### src/rtl/pmpc_cfg.svh
// constants of the parallel master port control block
// assumes inclusion by the design files and the testbench
`ifndef PMPC_CFG_SVH
`define PMPC_CFG_SVH
// register byte offsets
`define PMPC_OFF_CTRL 12'h000
`define PMPC_OFF_RADDR 12'h004
`define PMPC_OFF_RDATA 12'h008
`define PMPC_OFF_WADDR 12'h00c
`define PMPC_OFF_WDATA 12'h010
// control field positions
`define PMPC_BIT_LAUNCH 23
`define PMPC_BIT_SPLIT 17
`define PMPC_BIT_ON 15
`define PMPC_BIT_IDLE 13
`define PMPC_MUX_HI 12
`define PMPC_MUX_LO 11
`define PMPC_BIT_TTL 10
`define PMPC_BIT_WREN 9
`define PMPC_BIT_RDEN 8
// writable bits of the control word
`define PMPC_CTRL_WMASK 32'h0002_bffb
`define PMPC_CTRL_RESET 32'h0000_0000
// strobe timing
`define PMPC_STROBE_NS 200
`define PMPC_CLK_NS 100
`define PMPC_STROBE_CYC ((`PMPC_STROBE_NS + `PMPC_CLK_NS - 1) / `PMPC_CLK_NS)
`endif

### src/rtl/pmpc_pkg.sv
// types of the parallel master port control block
// assumes the cfg header is on the include path
package pmpc_pkg;
  typedef enum logic [1:0] {
    PMPC_MUX_NONE = 2'h0,
    PMPC_MUX_LOW8 = 2'h1,
    PMPC_MUX_ALL16 = 2'h2,
    PMPC_MUX_LOW8_WIDE = 2'h3
  } pmpc_mux_t;
  typedef enum logic [3:0] {
    PMPC_ST_IDLE = 4'h1,
    PMPC_ST_ADDR = 4'h2,
    PMPC_ST_STRB = 4'h4,
    PMPC_ST_DONE = 4'h8
  } pmpc_state_t;
endpackage

### src/rtl/pmpc_cycle.sv
// read cycle sequencer of the parallel master port
// assumes one clock, synchronous active-high reset
`timescale 1ns/10ps
`include "pmpc_cfg.svh"
module pmpc_cycle
#(
  parameter int STROBE_CYC = `PMPC_STROBE_CYC
)
(
  input wire logic clk_sys,
  input wire logic rst,
  input wire logic start,
  input wire logic run,
  input wire pmpc_pkg::pmpc_mux_t mux,
  output logic addr_phase,
  output logic strobe,
  output logic done
);
  import pmpc_pkg::*;
  pmpc_state_t state_reg;
  pmpc_state_t state_next;
  logic [7:0] cnt_reg;
  logic [7:0] cnt_next;
  wire logic muxed;
  wire logic cnt_end;

  // address phase only when address shares data pins
  assign muxed = (mux != PMPC_MUX_NONE);
  assign cnt_end = (cnt_reg == 8'h00);

  // sequence: address phase, read strobe, done
  always_comb
  begin
    state_next = state_reg;
    cnt_next = cnt_reg;
    if (!cnt_end)
    begin
      cnt_next = cnt_reg - 8'h01;
    end
    case (state_reg)
      PMPC_ST_IDLE:
      begin
        if (start)
        begin
          state_next = muxed ? PMPC_ST_ADDR : PMPC_ST_STRB;
          cnt_next = 8'(STROBE_CYC - 1);
        end
      end
      PMPC_ST_ADDR:
      begin
        state_next = PMPC_ST_STRB;
        cnt_next = 8'(STROBE_CYC - 1);
      end
      PMPC_ST_STRB:
      begin
        if (cnt_end)
        begin
          state_next = PMPC_ST_DONE;
        end
      end
      PMPC_ST_DONE:
      begin
        state_next = PMPC_ST_IDLE;
      end
      default:
      begin
        state_next = PMPC_ST_IDLE;
      end
    endcase
  end

  // state holds while halted in idle
  always_ff @(posedge clk_sys)
  begin
    if (rst)
    begin
      state_reg <= PMPC_ST_IDLE;
      cnt_reg <= 8'h00;
    end
    else if (run)
    begin
      state_reg <= state_next;
      cnt_reg <= cnt_next;
    end
  end

  assign addr_phase = (state_reg == PMPC_ST_ADDR);
  assign strobe = (state_reg == PMPC_ST_STRB);
  assign done = (state_reg == PMPC_ST_DONE) && run;
endmodule

### src/rtl/pmpc_top.sv
// control logic of the parallel master port, apb slave plus pin drive
// assumes apb master on clk_sys, synchronous active-high reset
//
// Functional notes
// - writing one to launch bit starts one read; hardware clears it after
// - split select one uses separate read/write buffers, zero shared ones; only the address buffer is shared, data stays separate
// - split select honoured only in master mode, ignored otherwise
// - enable zero disables port, no external access; one enables it
// - idle-halt one stops port in system idle; zero keeps running
// - mux 11 puts low eight address bits on sixteen data pins
// - mux 10 puts all sixteen address bits on the data pins
// - mux 01 low byte on data 7..0, high byte on address 15..8
// - mux 00 drives address and data on separate pins
// - write strobe pin driven only when its enable bit is one
// - read strobe pin driven only when its enable bit is one
// - select and latch polarity bits ignored where pins carry address
// - unimplemented control bits always read as zero
//
// Implementation choices: the APB register port and the register offsets.
`timescale 1ns/10ps
`include "pmpc_cfg.svh"
module pmpc_top
(
  input wire logic clk_sys,
  input wire logic rst,
  input wire logic psel,
  input wire logic penable,
  input wire logic pwrite,
  input wire logic [11:0] paddr,
  input wire logic [31:0] pwdata,
  output logic [31:0] prdata,
  output logic pready,
  output logic pslverr,
  input wire logic master_mode,
  input wire logic sys_idle,
  input wire logic [15:0] port_data_pins_in,
  output logic [15:0] port_data_pins_out,
  output logic port_data_pins_oe,
  output logic [15:0] port_address_pins,
  output logic addr_latch_strobe,
  output logic first_select_pin,
  output logic read_or_direction_strobe_pin,
  output logic read_or_direction_strobe_oe,
  output logic write_strobe_or_enable_pin,
  output logic write_strobe_or_enable_oe
);
  import pmpc_pkg::*;

  // ****************************************
  // register file
  // ****************************************
  logic [31:0] port_control_reg;
  logic [31:0] port_control_next;
  logic [15:0] read_address_reg;
  logic [15:0] write_address_reg;
  logic [15:0] read_data_reg;
  logic [15:0] write_data_reg;
  logic [31:0] prdata_reg;
  logic [31:0] prdata_next;
  logic pready_reg;
  logic pslverr_reg;
  logic pslverr_next;

  wire logic wr_acc;
  wire logic rd_acc;
  wire logic hit_ctrl;
  wire logic hit_raddr;
  wire logic hit_rdata;
  wire logic hit_waddr;
  wire logic hit_wdata;
  wire logic hit_any;
  wire logic ctl_on;
  wire logic ctl_split;
  wire logic ctl_idle;
  wire logic ctl_launch;
  wire logic ctl_wren;
  wire logic ctl_rden;
  wire logic ctl_alp;
  wire logic ctl_first_select_polarity;
  wire logic [1:0] ctl_csf;
  wire pmpc_mux_t ctl_mux;
  wire logic split_eff;
  wire logic run;
  wire logic cyc_addr;
  wire logic cyc_strobe;
  wire logic cyc_done;
  wire logic launch_set;
  wire logic [15:0] cur_addr;

  // apb access phase decode; pready rises in the second access cycle
  assign wr_acc = psel && penable && pwrite && !pready_reg;
  assign rd_acc = psel && penable && !pwrite && !pready_reg;
  assign hit_ctrl = (paddr == `PMPC_OFF_CTRL);
  assign hit_raddr = (paddr == `PMPC_OFF_RADDR);
  assign hit_rdata = (paddr == `PMPC_OFF_RDATA);
  assign hit_waddr = (paddr == `PMPC_OFF_WADDR);
  assign hit_wdata = (paddr == `PMPC_OFF_WDATA);
  assign hit_any = hit_ctrl || hit_raddr || hit_rdata || hit_waddr
                   || hit_wdata;

  // control fields
  assign ctl_on = port_control_reg[`PMPC_BIT_ON];
  assign ctl_split = port_control_reg[`PMPC_BIT_SPLIT];
  assign ctl_idle = port_control_reg[`PMPC_BIT_IDLE];
  assign ctl_launch = port_control_reg[`PMPC_BIT_LAUNCH];
  assign ctl_wren = port_control_reg[`PMPC_BIT_WREN];
  assign ctl_rden = port_control_reg[`PMPC_BIT_RDEN];
  assign ctl_csf = port_control_reg[7:6];
  assign ctl_alp = port_control_reg[5];
  assign ctl_first_select_polarity = port_control_reg[3];
  assign ctl_mux = pmpc_mux_t'(port_control_reg[`PMPC_MUX_HI:`PMPC_MUX_LO]);

  // split buffers only in master mode
  assign split_eff = ctl_split && master_mode;
  // enabled and not halted by idle
  assign run = ctl_on && !(ctl_idle && sys_idle);
  // read address: own register when split, shared otherwise
  assign cur_addr = split_eff ? read_address_reg : write_address_reg;
  // launch write of one sets the bit; zero has no effect
  assign launch_set = wr_acc && hit_ctrl && pwdata[`PMPC_BIT_LAUNCH];

  // control next value: hardware clear of launch, a write of one wins
  always_comb
  begin
    port_control_next = port_control_reg;
    if (cyc_done)
    begin
      port_control_next[`PMPC_BIT_LAUNCH] = 1'b0;
    end
    if (wr_acc && hit_ctrl)
    begin
      port_control_next = pwdata & `PMPC_CTRL_WMASK;
      port_control_next[`PMPC_BIT_LAUNCH] = launch_set
        || (ctl_launch && !cyc_done);
    end
  end

  // read mux; unimplemented bits zero
  always_comb
  begin
    prdata_next = 32'h0000_0000;
    if (hit_ctrl)
    begin
      prdata_next = port_control_reg;
    end
    else if (hit_raddr)
    begin
      prdata_next = {16'h0000, read_address_reg};
    end
    else if (hit_rdata)
    begin
      prdata_next = {16'h0000, read_data_reg};
    end
    else if (hit_waddr)
    begin
      prdata_next = {16'h0000, write_address_reg};
    end
    else if (hit_wdata)
    begin
      prdata_next = {16'h0000, write_data_reg};
    end
  end
  assign pslverr_next = (wr_acc || rd_acc) && !hit_any;

  // control and apb answer flops
  always_ff @(posedge clk_sys)
  begin
    if (rst)
    begin
      port_control_reg <= `PMPC_CTRL_RESET;
      prdata_reg <= 32'h0000_0000;
      pready_reg <= 1'b0;
      pslverr_reg <= 1'b0;
    end
    else
    begin
      port_control_reg <= port_control_next;
      prdata_reg <= rd_acc ? prdata_next : prdata_reg;
      pready_reg <= wr_acc || rd_acc;
      pslverr_reg <= pslverr_next;
    end
  end

  // address and data buffers; shared view aliases the write address register
  always_ff @(posedge clk_sys)
  begin
    if (rst)
    begin
      read_address_reg <= 16'h0000;
      write_address_reg <= 16'h0000;
      write_data_reg <= 16'h0000;
      read_data_reg <= 16'h0000;
    end
    else
    begin
      if (wr_acc && hit_raddr)
        read_address_reg <= pwdata[15:0];
      if (wr_acc && hit_waddr)
        write_address_reg <= pwdata[15:0];
      if (wr_acc && hit_wdata)
        write_data_reg <= pwdata[15:0];
      if (cyc_done)
        read_data_reg <= port_data_pins_in; // captured at strobe end
    end
  end

  assign prdata = prdata_reg;
  assign pready = pready_reg;
  assign pslverr = pslverr_reg;

  // ****************************************
  // read cycle sequencer
  // ****************************************
  pmpc_cycle u_cycle
  (
    .clk_sys(clk_sys),
    .rst(rst),
    .start(ctl_launch && run),
    .run(run),
    .mux(ctl_mux),
    .addr_phase(cyc_addr),
    .strobe(cyc_strobe),
    .done(cyc_done)
  );

  // ****************************************
  // pin drive
  // ****************************************
  logic [15:0] dout_reg;
  logic [15:0] dout_next;
  logic doe_reg;
  logic [15:0] aout_reg;
  logic [15:0] aout_next;
  logic ale_reg;
  logic cs1_reg;
  logic cs1_next;
  logic rd_reg;
  logic rdoe_reg;
  logic wr_reg;
  logic wroe_reg;
  wire logic cs1_is_addr;

  // first select pin carries address pin bit 14 when function field is 0 or mux is 01
  assign cs1_is_addr = (ctl_csf == 2'h0)
                       || (ctl_mux == PMPC_MUX_LOW8);

  // address/data placement per multiplex scheme
  always_comb
  begin
    dout_next = 16'h0000;
    aout_next = cur_addr;
    case (ctl_mux)
      PMPC_MUX_LOW8_WIDE:
      begin
        dout_next = {8'h00, cur_addr[7:0]};
        aout_next = 16'h0000;
      end
      PMPC_MUX_ALL16:
      begin
        dout_next = cur_addr;
        aout_next = 16'h0000;
      end
      PMPC_MUX_LOW8:
      begin
        dout_next = {8'h00, cur_addr[7:0]};
        aout_next = {cur_addr[15:8], 8'h00};
      end
      default:
      begin
        dout_next = 16'h0000;
        aout_next = cur_addr;
      end
    endcase
    cs1_next = cs1_is_addr ? aout_next[14]
               : (cyc_strobe ~^ ctl_first_select_polarity);
  end

  // pin flops; address, select and output enables forced low while disabled, latch and read strobe not
  always_ff @(posedge clk_sys)
  begin
    if (rst)
    begin
      dout_reg <= 16'h0000;
      doe_reg <= 1'b0;
      aout_reg <= 16'h0000;
      ale_reg <= 1'b0;
      cs1_reg <= 1'b0;
      rd_reg <= 1'b0;
      rdoe_reg <= 1'b0;
      wr_reg <= 1'b0;
      wroe_reg <= 1'b0;
    end
    else
    begin
      dout_reg <= cyc_addr ? dout_next : 16'h0000;
      doe_reg <= run && cyc_addr;
      aout_reg <= ctl_on ? aout_next : 16'h0000;
      ale_reg <= cs1_is_addr ? 1'b0 : (cyc_addr ~^ ctl_alp);
      cs1_reg <= ctl_on ? cs1_next : 1'b0;
      rd_reg <= cyc_strobe;
      rdoe_reg <= ctl_on && ctl_rden;
      wr_reg <= 1'b0;
      wroe_reg <= ctl_on && ctl_wren;
    end
  end

  assign port_data_pins_out = dout_reg;
  assign port_data_pins_oe = doe_reg;
  assign port_address_pins = aout_reg;
  assign addr_latch_strobe = ale_reg;
  assign first_select_pin = cs1_reg;
  assign read_or_direction_strobe_pin = rd_reg;
  assign read_or_direction_strobe_oe = rdoe_reg;
  assign write_strobe_or_enable_pin = wr_reg;
  assign write_strobe_or_enable_oe = wroe_reg;
endmodule

### config.mk
export PLATFORM = sky130hd
export DESIGN_NAME = pmpc_top
export DESIGN_NICKNAME = d
export VERILOG_FILES = /design/src/rtl/pmpc_pkg.sv /design/src/rtl/pmpc_cycle.sv /design/src/rtl/pmpc_top.sv
export VERILOG_INCLUDE_DIRS = /design/src /design/src/rtl
export SDC_FILE = /design/constraint.sdc
export NUM_CORES = 1
export LEC_CHECK = 0
export BUFFER_PORTS_ARGS = -buffer_cell sky130_fd_sc_hd__buf_2
export CAP_MARGIN = 20
export CORE_MARGIN = 10
export CORE_UTILIZATION = 35
export CTS_BUF_LIST = sky130_fd_sc_hd__clkbuf_16
export CTS_CLUSTER_DIAMETER = 120
export DETAILED_ROUTE_END_ITERATION = 10
export GPL_TIMING_DRIVEN = 0
export RECOVER_POWER = 100
export SYNTH_ARGS = -nofsm -noshare
export SYNTH_HDL_FRONTEND = slang
export SYNTH_SLANG_ARGS = --single-unit
### constraint.sdc
create_clock -name clk_sys -period 4.54 [get_ports clk_sys]
set_input_delay 0.227 -clock clk_sys [delete_from_list [all_inputs] [get_ports clk_sys]]
set_output_delay 0.227 -clock clk_sys [all_outputs]
set_load 0.01 [all_outputs]
==> impl_metrics.json, run 1 <==
{
  "crit_start": "port_control_reg[15]",
  "ys_types": 60,
  "status": "complete, but fails checks",
  "num_rows": 49,
  "gr-total-overflow": 0,
  "die_w_um": 155,
  "final_common_cell": "dfxtp_1",
  "cts_sinks": 150,
  "min_period_ps": 2940,
  "max_freq_ghz": 0.340,
  "period_share_pct": 64.7,
  "nets": 869,
  "finalSetupTns_ps": 0,
  "arrival_ps": 3230,
  "synthCells": 658,
  "wl_per_cell_um": 18.9,
  "antenna_left": 0,
  "htreeDepth": 4,
  "drv_slew": 11,
  "utilization_pct": 42.9,
  "post-cts-setup-buffers": 0,
  "pin_count": 140,
  "finalWorstSetupSlack_ps": 1600,
  "yosysTopAreaCellShare_pct": 47.0,
  "async_reset_ff_share_pct": 0,
  "rr_startpoint": "port_control_reg[15]",
  "layout_common_cells": "150 x dfxtp_1, 103 x mux2i_1, 91 x nand2_1, 89 x clkbuf_1, 72 x nor2_1",
  "relSlewSlack_pct": -5.04,
  "path_clk_slew_ps": 60,
  "dr.pass1.iters": 5,
  "cts_buffers": 17,
  "maxCapViolations": 1,
  "path_class": "reg2reg",
  "synth-main-ff-cell": "dfxtp_1",
  "critical_path_required_ps": 4830,
  "vias": 5159,
  "avgSynthCellArea_um2": 9.71,
  "multi_input_area_um2": 3020,
  "rsz0062_at_grt": "no",
  "hpwl_um": 14800,
  "ys_top_cells_by_area": "dfxtp_1 47%, mux2i_1 16%, nand2_1 5.3%",
  "grt_max_degree": 17,
  "wl_um": 19700,
  "drc_errors": 0,
  "finalHoldViolations": 0,
  "initial_core_util_pct": 35.6,
  "synth_top_area_cell": "dfxtp_1",
  "grt_pass1_vias": 5028,
  "layout-drive-gt1-share_pct": 14.9,
  "routabilityCongestion": 0.878,
  "end_kind": "flip-flop",
  "largest_reg_flops": 18,
  "place_ws_ps": 2430,
  "synthesis.area_um2": 6390,
  "hp-class": "in2reg",
  "ctsResizeCount": 0,
  "setup_viol": 0,
  "viasPerCell": 4.95,
  "hold_buffers": 0,
  "portBuffers": 109,
  "p_per_area_nw_per_um2": 373,
  "grtUsageTotal_pct": 15.8,
  "antenna_found_initial": 0,
  "synth_edf_count": 0,
  "first_iter_violations": 392,
  "yosysWarnings": 0,
  "synth-seq-area-share_pct": 47.0,
  "worst_pin_slew_ps": 1560,
  "n_fill_cell": 1816,
  "whs_ps": 28.2,
  "finClkSkew_ps": 11.1,
  "r2r_end": "read_data_reg[11]",
  "area_growth_pct": 20.6,
  "ir_worst_vdd_mv": 0.276,
  "crit_path_end": "read_data_reg[11]",
  "die_area_um2": 24100,
  "r2r_slack_ps": 1600,
  "clock_latency_ps": 430,
  "die_h_um": 155,
  "cts_tree": "done",
  "cts_max_path_buffers": 2,
  "synth-seq-cells": 150,
  "cts_root_buf": "clkbuf_16",
  "cp-start-kind": "flip-flop",
  "core_um2": 18000,
  "diodes": 0,
  "reg2reg_depth": 6,
  "violations": "capacitance limit, slew limit",
  "p_leak_uw": 0.00326,
  "final-seq-area_um2": 3000,
  "grt_pass1_wl_um": 29400,
  "crit_fanout": 10
}
==> worst min path at each step <==
stage                              start                   end  slack (ps)  cells after the start
finish              port_data_pins_in[1]      read_data_reg[1]          30                      3
global route        port_data_pins_in[4]      read_data_reg[4]          30                      3
CTS                 port_data_pins_in[1]      read_data_reg[1]          30                      3
detailed placement     write_data_reg[4]     write_data_reg[4]         450                      2
global placement       write_data_reg[7]     write_data_reg[7]         440                      2
floorplan                     pwdata[17]  port_control_reg[17]         370                      2
==> logic make-up after synthesis <==
logic type | synth area share, %
mux | 17.4
xor+xnor | 1.10
flops | 47.0
other cells | 0.0587
compound gates | 9.01
fa+ha+maj | 0.392
buf+inv | 6.15
simple gates | 18.9
==> report_power, final <==
part / switching (uW) / internal, uW / leakage [uW]
sequential: 0.465 / 1320 / 0.00121
combinational: 87.5 / 46.6 / 0.00178
clock: 572 / 854 / 0.000272
total: 660 / 2220 / 0.00326
==> critical path, stage by stage, from the launching register on <==
cell and delay, ps:
dfxtp_1 420, a21boi_0 550, and4b_1 290, clkbuf_1 590, clkbuf_1 610, mux2i_1 270, nor2_1 50
==> stage by stage <==
stage               cells  power [uW]  cell area (um^2)
detailed placement   1010        1480              7270
global route         1042        2970              7710
global placement     1010        1480              7270
finish               1042        2880              7710
CTS                  1042        2890              7860
floorplan             672        1420              6440
==> area by class of cell <==
| class | count | area share, % |
|---|---|---|
| Timing Repair Buffer | 109 | 6.12 |
| Sequential cell | 150 | 39.0 |
| Inverter | 10 | 0.487 |
| Clock buffer | 17 | 5.52 |
| Clock inverter | 15 | 2.11 |
| Buffer | 57 | 3.91 |
| Multi-Input combinational cell | 455 | 39.2 |
| Tap cell | 229 | 3.72 |
==> synthesized netlist by cell type, types with 7 or more instances <==
| cell type | count |
|---|---|
| clkbuf_1 | 20 |
| a211oi_1 | 7 |
| buf_2 | 10 |
| mux2_2 | 7 |
| xor2_1 | 7 |
| mux2i_1 | 103 |
| nand3_1 | 9 |
| o2bb2ai_1 | 7 |
| dfxtp_1 | 150 |
| nand2_1 | 91 |
| nor2_1 | 72 |
| a21o_1 | 7 |
| o21ai_0 | 9 |
| nor4bb_1 | 16 |
| inv_1 | 9 |
| a21oi_1 | 15 |
| buf_4 | 20 |
==> per-layer routing <==
metal  part of all wire [%]  vias to the layer above  global-route usage, %
met1                     48                     2427                   21.0
li1                       -                     2559                      -
met4                    1.2                        0                   3.87
met5                      0                        -                      0
met3                    6.3                       20                   5.40
met2                     44                      153                   24.0
No activity file was read; power rests on OpenSTA's default activity.
==> inputs of run 2 (changes only) <==
==> constraint.sdc (replaced) <==
create_clock -name clk_sys -period 2.7 [get_ports clk_sys]
set_input_delay 0.135 -clock clk_sys [delete_from_list [all_inputs] [get_ports clk_sys]]
set_output_delay 0.135 -clock clk_sys [all_outputs]
set_load 0.01 [all_outputs]
==> run 2 against run 1 <==
Compared with the run above:
- the run now ends clean
- critical path depth is the same
- sequential power grew 67%
- flip-flop and latch count is the same
- cell count grew 1.7%
- critical endpoint is now read_address_reg[12]
==> impl_metrics.json, run 2 (synthesis gave the netlist of run 1 again) <==
{
  "wl_per_cell_um": 18.6,
  "finalSetupTns_ps": 0,
  "max_freq_ghz": 0.425,
  "drv_slew": 0,
  "worstPathCellList": "and4b_1 -> nand2_1 -> or3_1 -> clkbuf_1 -> clkbuf_1 -> mux2i_1",
  "rsz0062_at_grt": "no",
  "cts_max_path_buffers": 2,
  "drc_errors": 0,
  "p_leak_uw": 0.00335,
  "cts_root_buf": "clkbuf_16",
  "vias": 5199,
  "path_buf_inv": 2,
  "nets": 887,
  "cts_sinks": 150,
  "critPathSlowestCell": "clkbuf_1",
  "crit_fanout": 10,
  "path_clk_slew_ps": 60,
  "critical_path_required_ps": 3050,
  "hp-class": "in2reg",
  "routabilityCongestion": 0.878,
  "die_h_um": 155,
  "grt_max_degree": 17,
  "placed_area_um2": 7270,
  "ir_worst_vdd_mv": 0.466,
  "core_um2": 18000,
  "whs_ps": 24.0,
  "grt_pass1_vias": 5087,
  "highest_layer": "met4",
  "route.met3.wl_um": 1320,
  "path_common_cell": "clkbuf_1",
  "cp-start-kind": "flip-flop",
  "stdcell_area_um2": 7900,
  "period_share_pct": 87.2,
  "maxCapViolations": 0,
  "num_rows": 49,
  "status": "finished, final reports clean",
  "finalHoldViolations": 0,
  "htreeDepth": 4,
  "first_iter_violations": 372,
  "wl_met1_um": 9450,
  "cp_top_family": "buffers and inverters",
  "antenna_found_initial": 0,
  "min_period_ps": 2350,
  "cts_tree": "done",
  "arrival_ps": 2710,
  "cts_buffers": 17,
  "p_per_area_nw_per_um2": 615,
  "worst_pin_slew_ps": 1250,
  "grtUsageTotal_pct": 15.9,
  "hpwl_um": 14800,
  "pin_count": 140,
  "initial_core_util_pct": 35.6,
  "viasPerCell": 4.90,
  "relSlewSlack_pct": 15.6,
  "clock_latency_ps": 430,
  "layout-drive-gt1-share_pct": 15.0,
  "post-cts-setup-buffers": 0,
  "setup_viol": 0,
  "wl_met2_um": 8760,
  "layout_common_cells": "150 x dfxtp_1, 103 x mux2i_1, 91 x nand2_1, 86 x clkbuf_1, 72 x nor2_1",
  "dr.pass1.iters": 7,
  "die_w_um": 155,
  "path_class": "reg2reg",
  "gr-total-overflow": 0,
  "ctsResizeCount": 0,
  "final_common_cell": "dfxtp_1",
  "diodes": 0,
  "portBuffers": 109,
  "max_stage_delay_ps": 740,
  "wl_um": 19700,
  "area_growth_pct": 23.7,
  "end_kind": "flip-flop",
  "antenna_left": 0,
  "grt_pass1_wl_um": 29600,
  "largest_reg_flops": 18,
  "finClkSkew_ps": 9.09,
  "hold_buffers": 18,
  "die_area_um2": 24100
}
-- run 2: final timing paths --
path                            start                    to  slack [ps]  cells past startpoint
setup reg to reg               pready  read_address_reg[12]         350                      6
hold / removal                   psel                pready          20                      2
hold reg to reg   port_control_reg[0]   port_control_reg[0]         460                      2
setup / recovery               pready  read_address_reg[12]         350                      6
-- run 2: worst register-to-register path: stages (launching register included) --
cell      delay [ps]
dfxtp_1          370
and4b_1          260
nand2_1           90
or3_1            110
clkbuf_1         440
clkbuf_1         740
mux2i_1          260
-- run 2: metrics by stage --
stage | power (uW) | util (%) | setup slack [ps] | std cells
after floorplan | 2390 | - | 1090 | 672
after global placement | 2490 | 40.5 | 628 | 1010
after detailed placement | 2490 | 40.5 | 608 | 1010
after CTS | 4880 | 44.8 | 594 | 1060
after global routing | 5010 | 44.0 | 228 | 1060
final | 4860 | 44.0 | 347 | 1060
-- run 2: per-layer routing --
metal | vias up | track usage (%)
met3 | 17 | 5.51
met2 | 156 | 24.1
met1 | 2434 | 21.0
li1 | 2592 | -
met5 | - | 0
met4 | 0 | 3.87
-- run 2: layout make-up --
type                       instances  area (um^2)
fill                            1797        10100
multi-input combinational        455         3020
sequential                       150         3000
timing repair buffer             127          652
clock buffer                      17          425
buffer                            57          310
tap                              229          287
clock inverter                    15          163
inverter                          10         37.5
-- run 2: report_power, final --
group / internal (uW) / total, uW / leakage, uW / switching (uW)
Combinational: 95.4 / 247 / 0.00187 / 151
Clock: 1440 / 2400 / 0.000272 / 960
Sequential: 2210 / 2210 / 0.00121 / 0.788
Total: 3750 / 4860 / 0.00335 / 1110
==> inputs of run 3 (changes only) <==
--- a/config.mk
+++ b/config.mk
@@ -14,7 +14,6 @@
 export CTS_CLUSTER_DIAMETER = 120
 export DETAILED_ROUTE_END_ITERATION = 10
 export GPL_TIMING_DRIVEN = 0
-export RECOVER_POWER = 100
 export SYNTH_ARGS = -nofsm -noshare
 export SYNTH_HDL_FRONTEND = slang
 export SYNTH_SLANG_ARGS = --single-unit
==> run 3 against run 2 <==
Compared with the run above:
- critical path depth is 1 lower
- wire length is 0.41% lower
- via count hardly changed
- fmax is 12% higher
- first-iteration DRC count is 7.8% lower
- die area stayed put
- worst setup slack better by 260 ps
- cell count stayed put
- register-to-register slack better by 260 ps
- largest cell class unchanged
- largest power group unchanged
- highest routed layer unchanged
==> impl_metrics.json, run 3 (synthesis gave the netlist of run 1 again) <==
{
  "switching_share_pct": 22.9,
  "die_area_um2": 24100,
  "vias": 5202,
  "largest_reg_flops": 18,
  "finalSetupTns_ps": 0,
  "cts_sinks": 150,
  "cts_root_buf": "clkbuf_16",
  "n_fill_cell": 1760,
  "whs_ps": 26.5,
  "grt_pass1_vias": 5087,
  "cts_buffers": 17,
  "cts_tree": "done",
  "post-cts-setup-buffers": 0,
  "wl_per_cell_um": 18.5,
  "hold_buffers": 18,
  "dr.pass1.iters": 5,
  "worstPathCellList": "nor4bb_1 -> nor2_1 -> clkbuf_1 -> o2bb2ai_1 -> a21o_1",
  "pin_count": 140,
  "final_common_cell": "dfxtp_1",
  "routabilityCongestion": 0.878,
  "area_growth_pct": 25.9,
  "first_iter_violations": 343,
  "hpwl_um": 14800,
  "grt_max_degree": 17,
  "gr-total-overflow": 0,
  "status": "finished, final reports clean",
  "period_share_pct": 77.7,
  "antenna_found_initial": 0,
  "path_clk_slew_ps": 60,
  "cp-start-kind": "flip-flop",
  "grtUsageTotal_pct": 15.9,
  "min_period_ps": 2100,
  "worst_pin_slew_ps": 849,
  "grt_pass1_wl_um": 29600,
  "initial_core_util_pct": 35.6,
  "path_buf_inv": 1,
  "end_kind": "flip-flop",
  "num_rows": 49,
  "relSlewSlack_pct": 42.7,
  "ctsResizeCount": 0,
  "ir_worst_vdd_mv": 0.464,
  "p_per_area_nw_per_um2": 604,
  "pwr-share-comb_pct": 5.1,
  "setup_viol": 0,
  "pwr-share-clk_pct": 49.3,
  "htreeDepth": 4,
  "internal-power_uw": 3750,
  "pwr-share-seq_pct": 45.6,
  "arrival_ps": 2420,
  "portBuffers": 109,
  "drv_slew": 0,
  "p_leak_uw": 0.00364,
  "critical_path_required_ps": 3020,
  "drc_errors": 0,
  "max_freq_ghz": 0.477,
  "die_h_um": 155,
  "rsz0062_at_grt": "no",
  "multi_input_area_um2": 3050,
  "viasPerCell": 4.91,
  "max_stage_delay_ps": 740,
  "maxCapViolations": 0,
  "cp_top_family": "simple AND/OR/NAND/NOR gates",
  "netSwitchingPower_uw": 1110,
  "stdcell_area_um2": 8040,
  "antenna_left": 0,
  "cts_max_path_buffers": 2,
  "critPathSlowestCell": "nor4bb_1",
  "core_um2": 18000,
  "clock_latency_ps": 430,
  "crit_fanout": 10,
  "placed_area_um2": 7270,
  "diodes": 0,
  "layout_common_cells": "150 x dfxtp_1, 119 x buf_2, 103 x mux2i_1, 91 x nand2_1, 72 x nor2_1",
  "wl_um": 19700,
  "layout-drive-gt1-share_pct": 23.2,
  "path_class": "reg2reg",
  "die_w_um": 155,
  "finClkSkew_ps": 10.5,
  "finalHoldViolations": 0,
  "final-seq-area_um2": 3000,
  "hp-class": "in2reg",
  "nets": 887
}
-- run 3: metal layers --
metal / GRT usage [%] / wire [um]
met5: 0 / 0
met1: 21.0 / 9190
met4: 3.87 / 215
met2: 24.1 / 8730
met3: 5.51 / 1530
-- run 3: power by group through the flow --
stage | registers, uW | clock network [uW] | logic, uW
2_1_floorplan | 2260 | 0 | 124
3_3_place_gp | 2260 | 0 | 226
3_5_place_dp | 2260 | 0 | 226
4_1_cts | 2210 | 2420 | 247
5_1_grt | 2210 | 2530 | 267
6_report | 2210 | 2390 | 248
-- run 3: final timing paths --
path                  startpoint                  end  slack, ps  cells after the start
min reg2reg  port_control_reg[0]  port_control_reg[0]        460                      2
max reg2reg               pready            prdata[9]        600                      5
min                         psel               pready         30                      2
max                       pready            prdata[9]        600                      5
-- run 3: layout make-up --
| cell class | count | share of cell area (%) |
|---|---|---|
| clock buffers | 17 | 5.29 |
| clock inverters | 15 | 2.02 |
| plain buffers | 57 | 4.42 |
| flip-flops and latches | 150 | 37.3 |
| multi-input cells | 455 | 37.9 |
| repair buffers | 127 | 9.02 |
| inverters | 10 | 0.467 |
| well taps | 229 | 3.56 |
-- run 3: stage by stage --
step / utilization, % / instances / total power (uW) / setup slack, ps
final: 44.8 / 1060 / 4860 / 603
after global routing: 44.8 / 1060 / 5010 / 442
after CTS: 44.8 / 1060 / 4880 / 594
after detailed placement: 40.5 / 1010 / 2490 / 608
after global placement: 40.5 / 1010 / 2490 / 628
after floorplan: - / 672 / 2390 / 1090
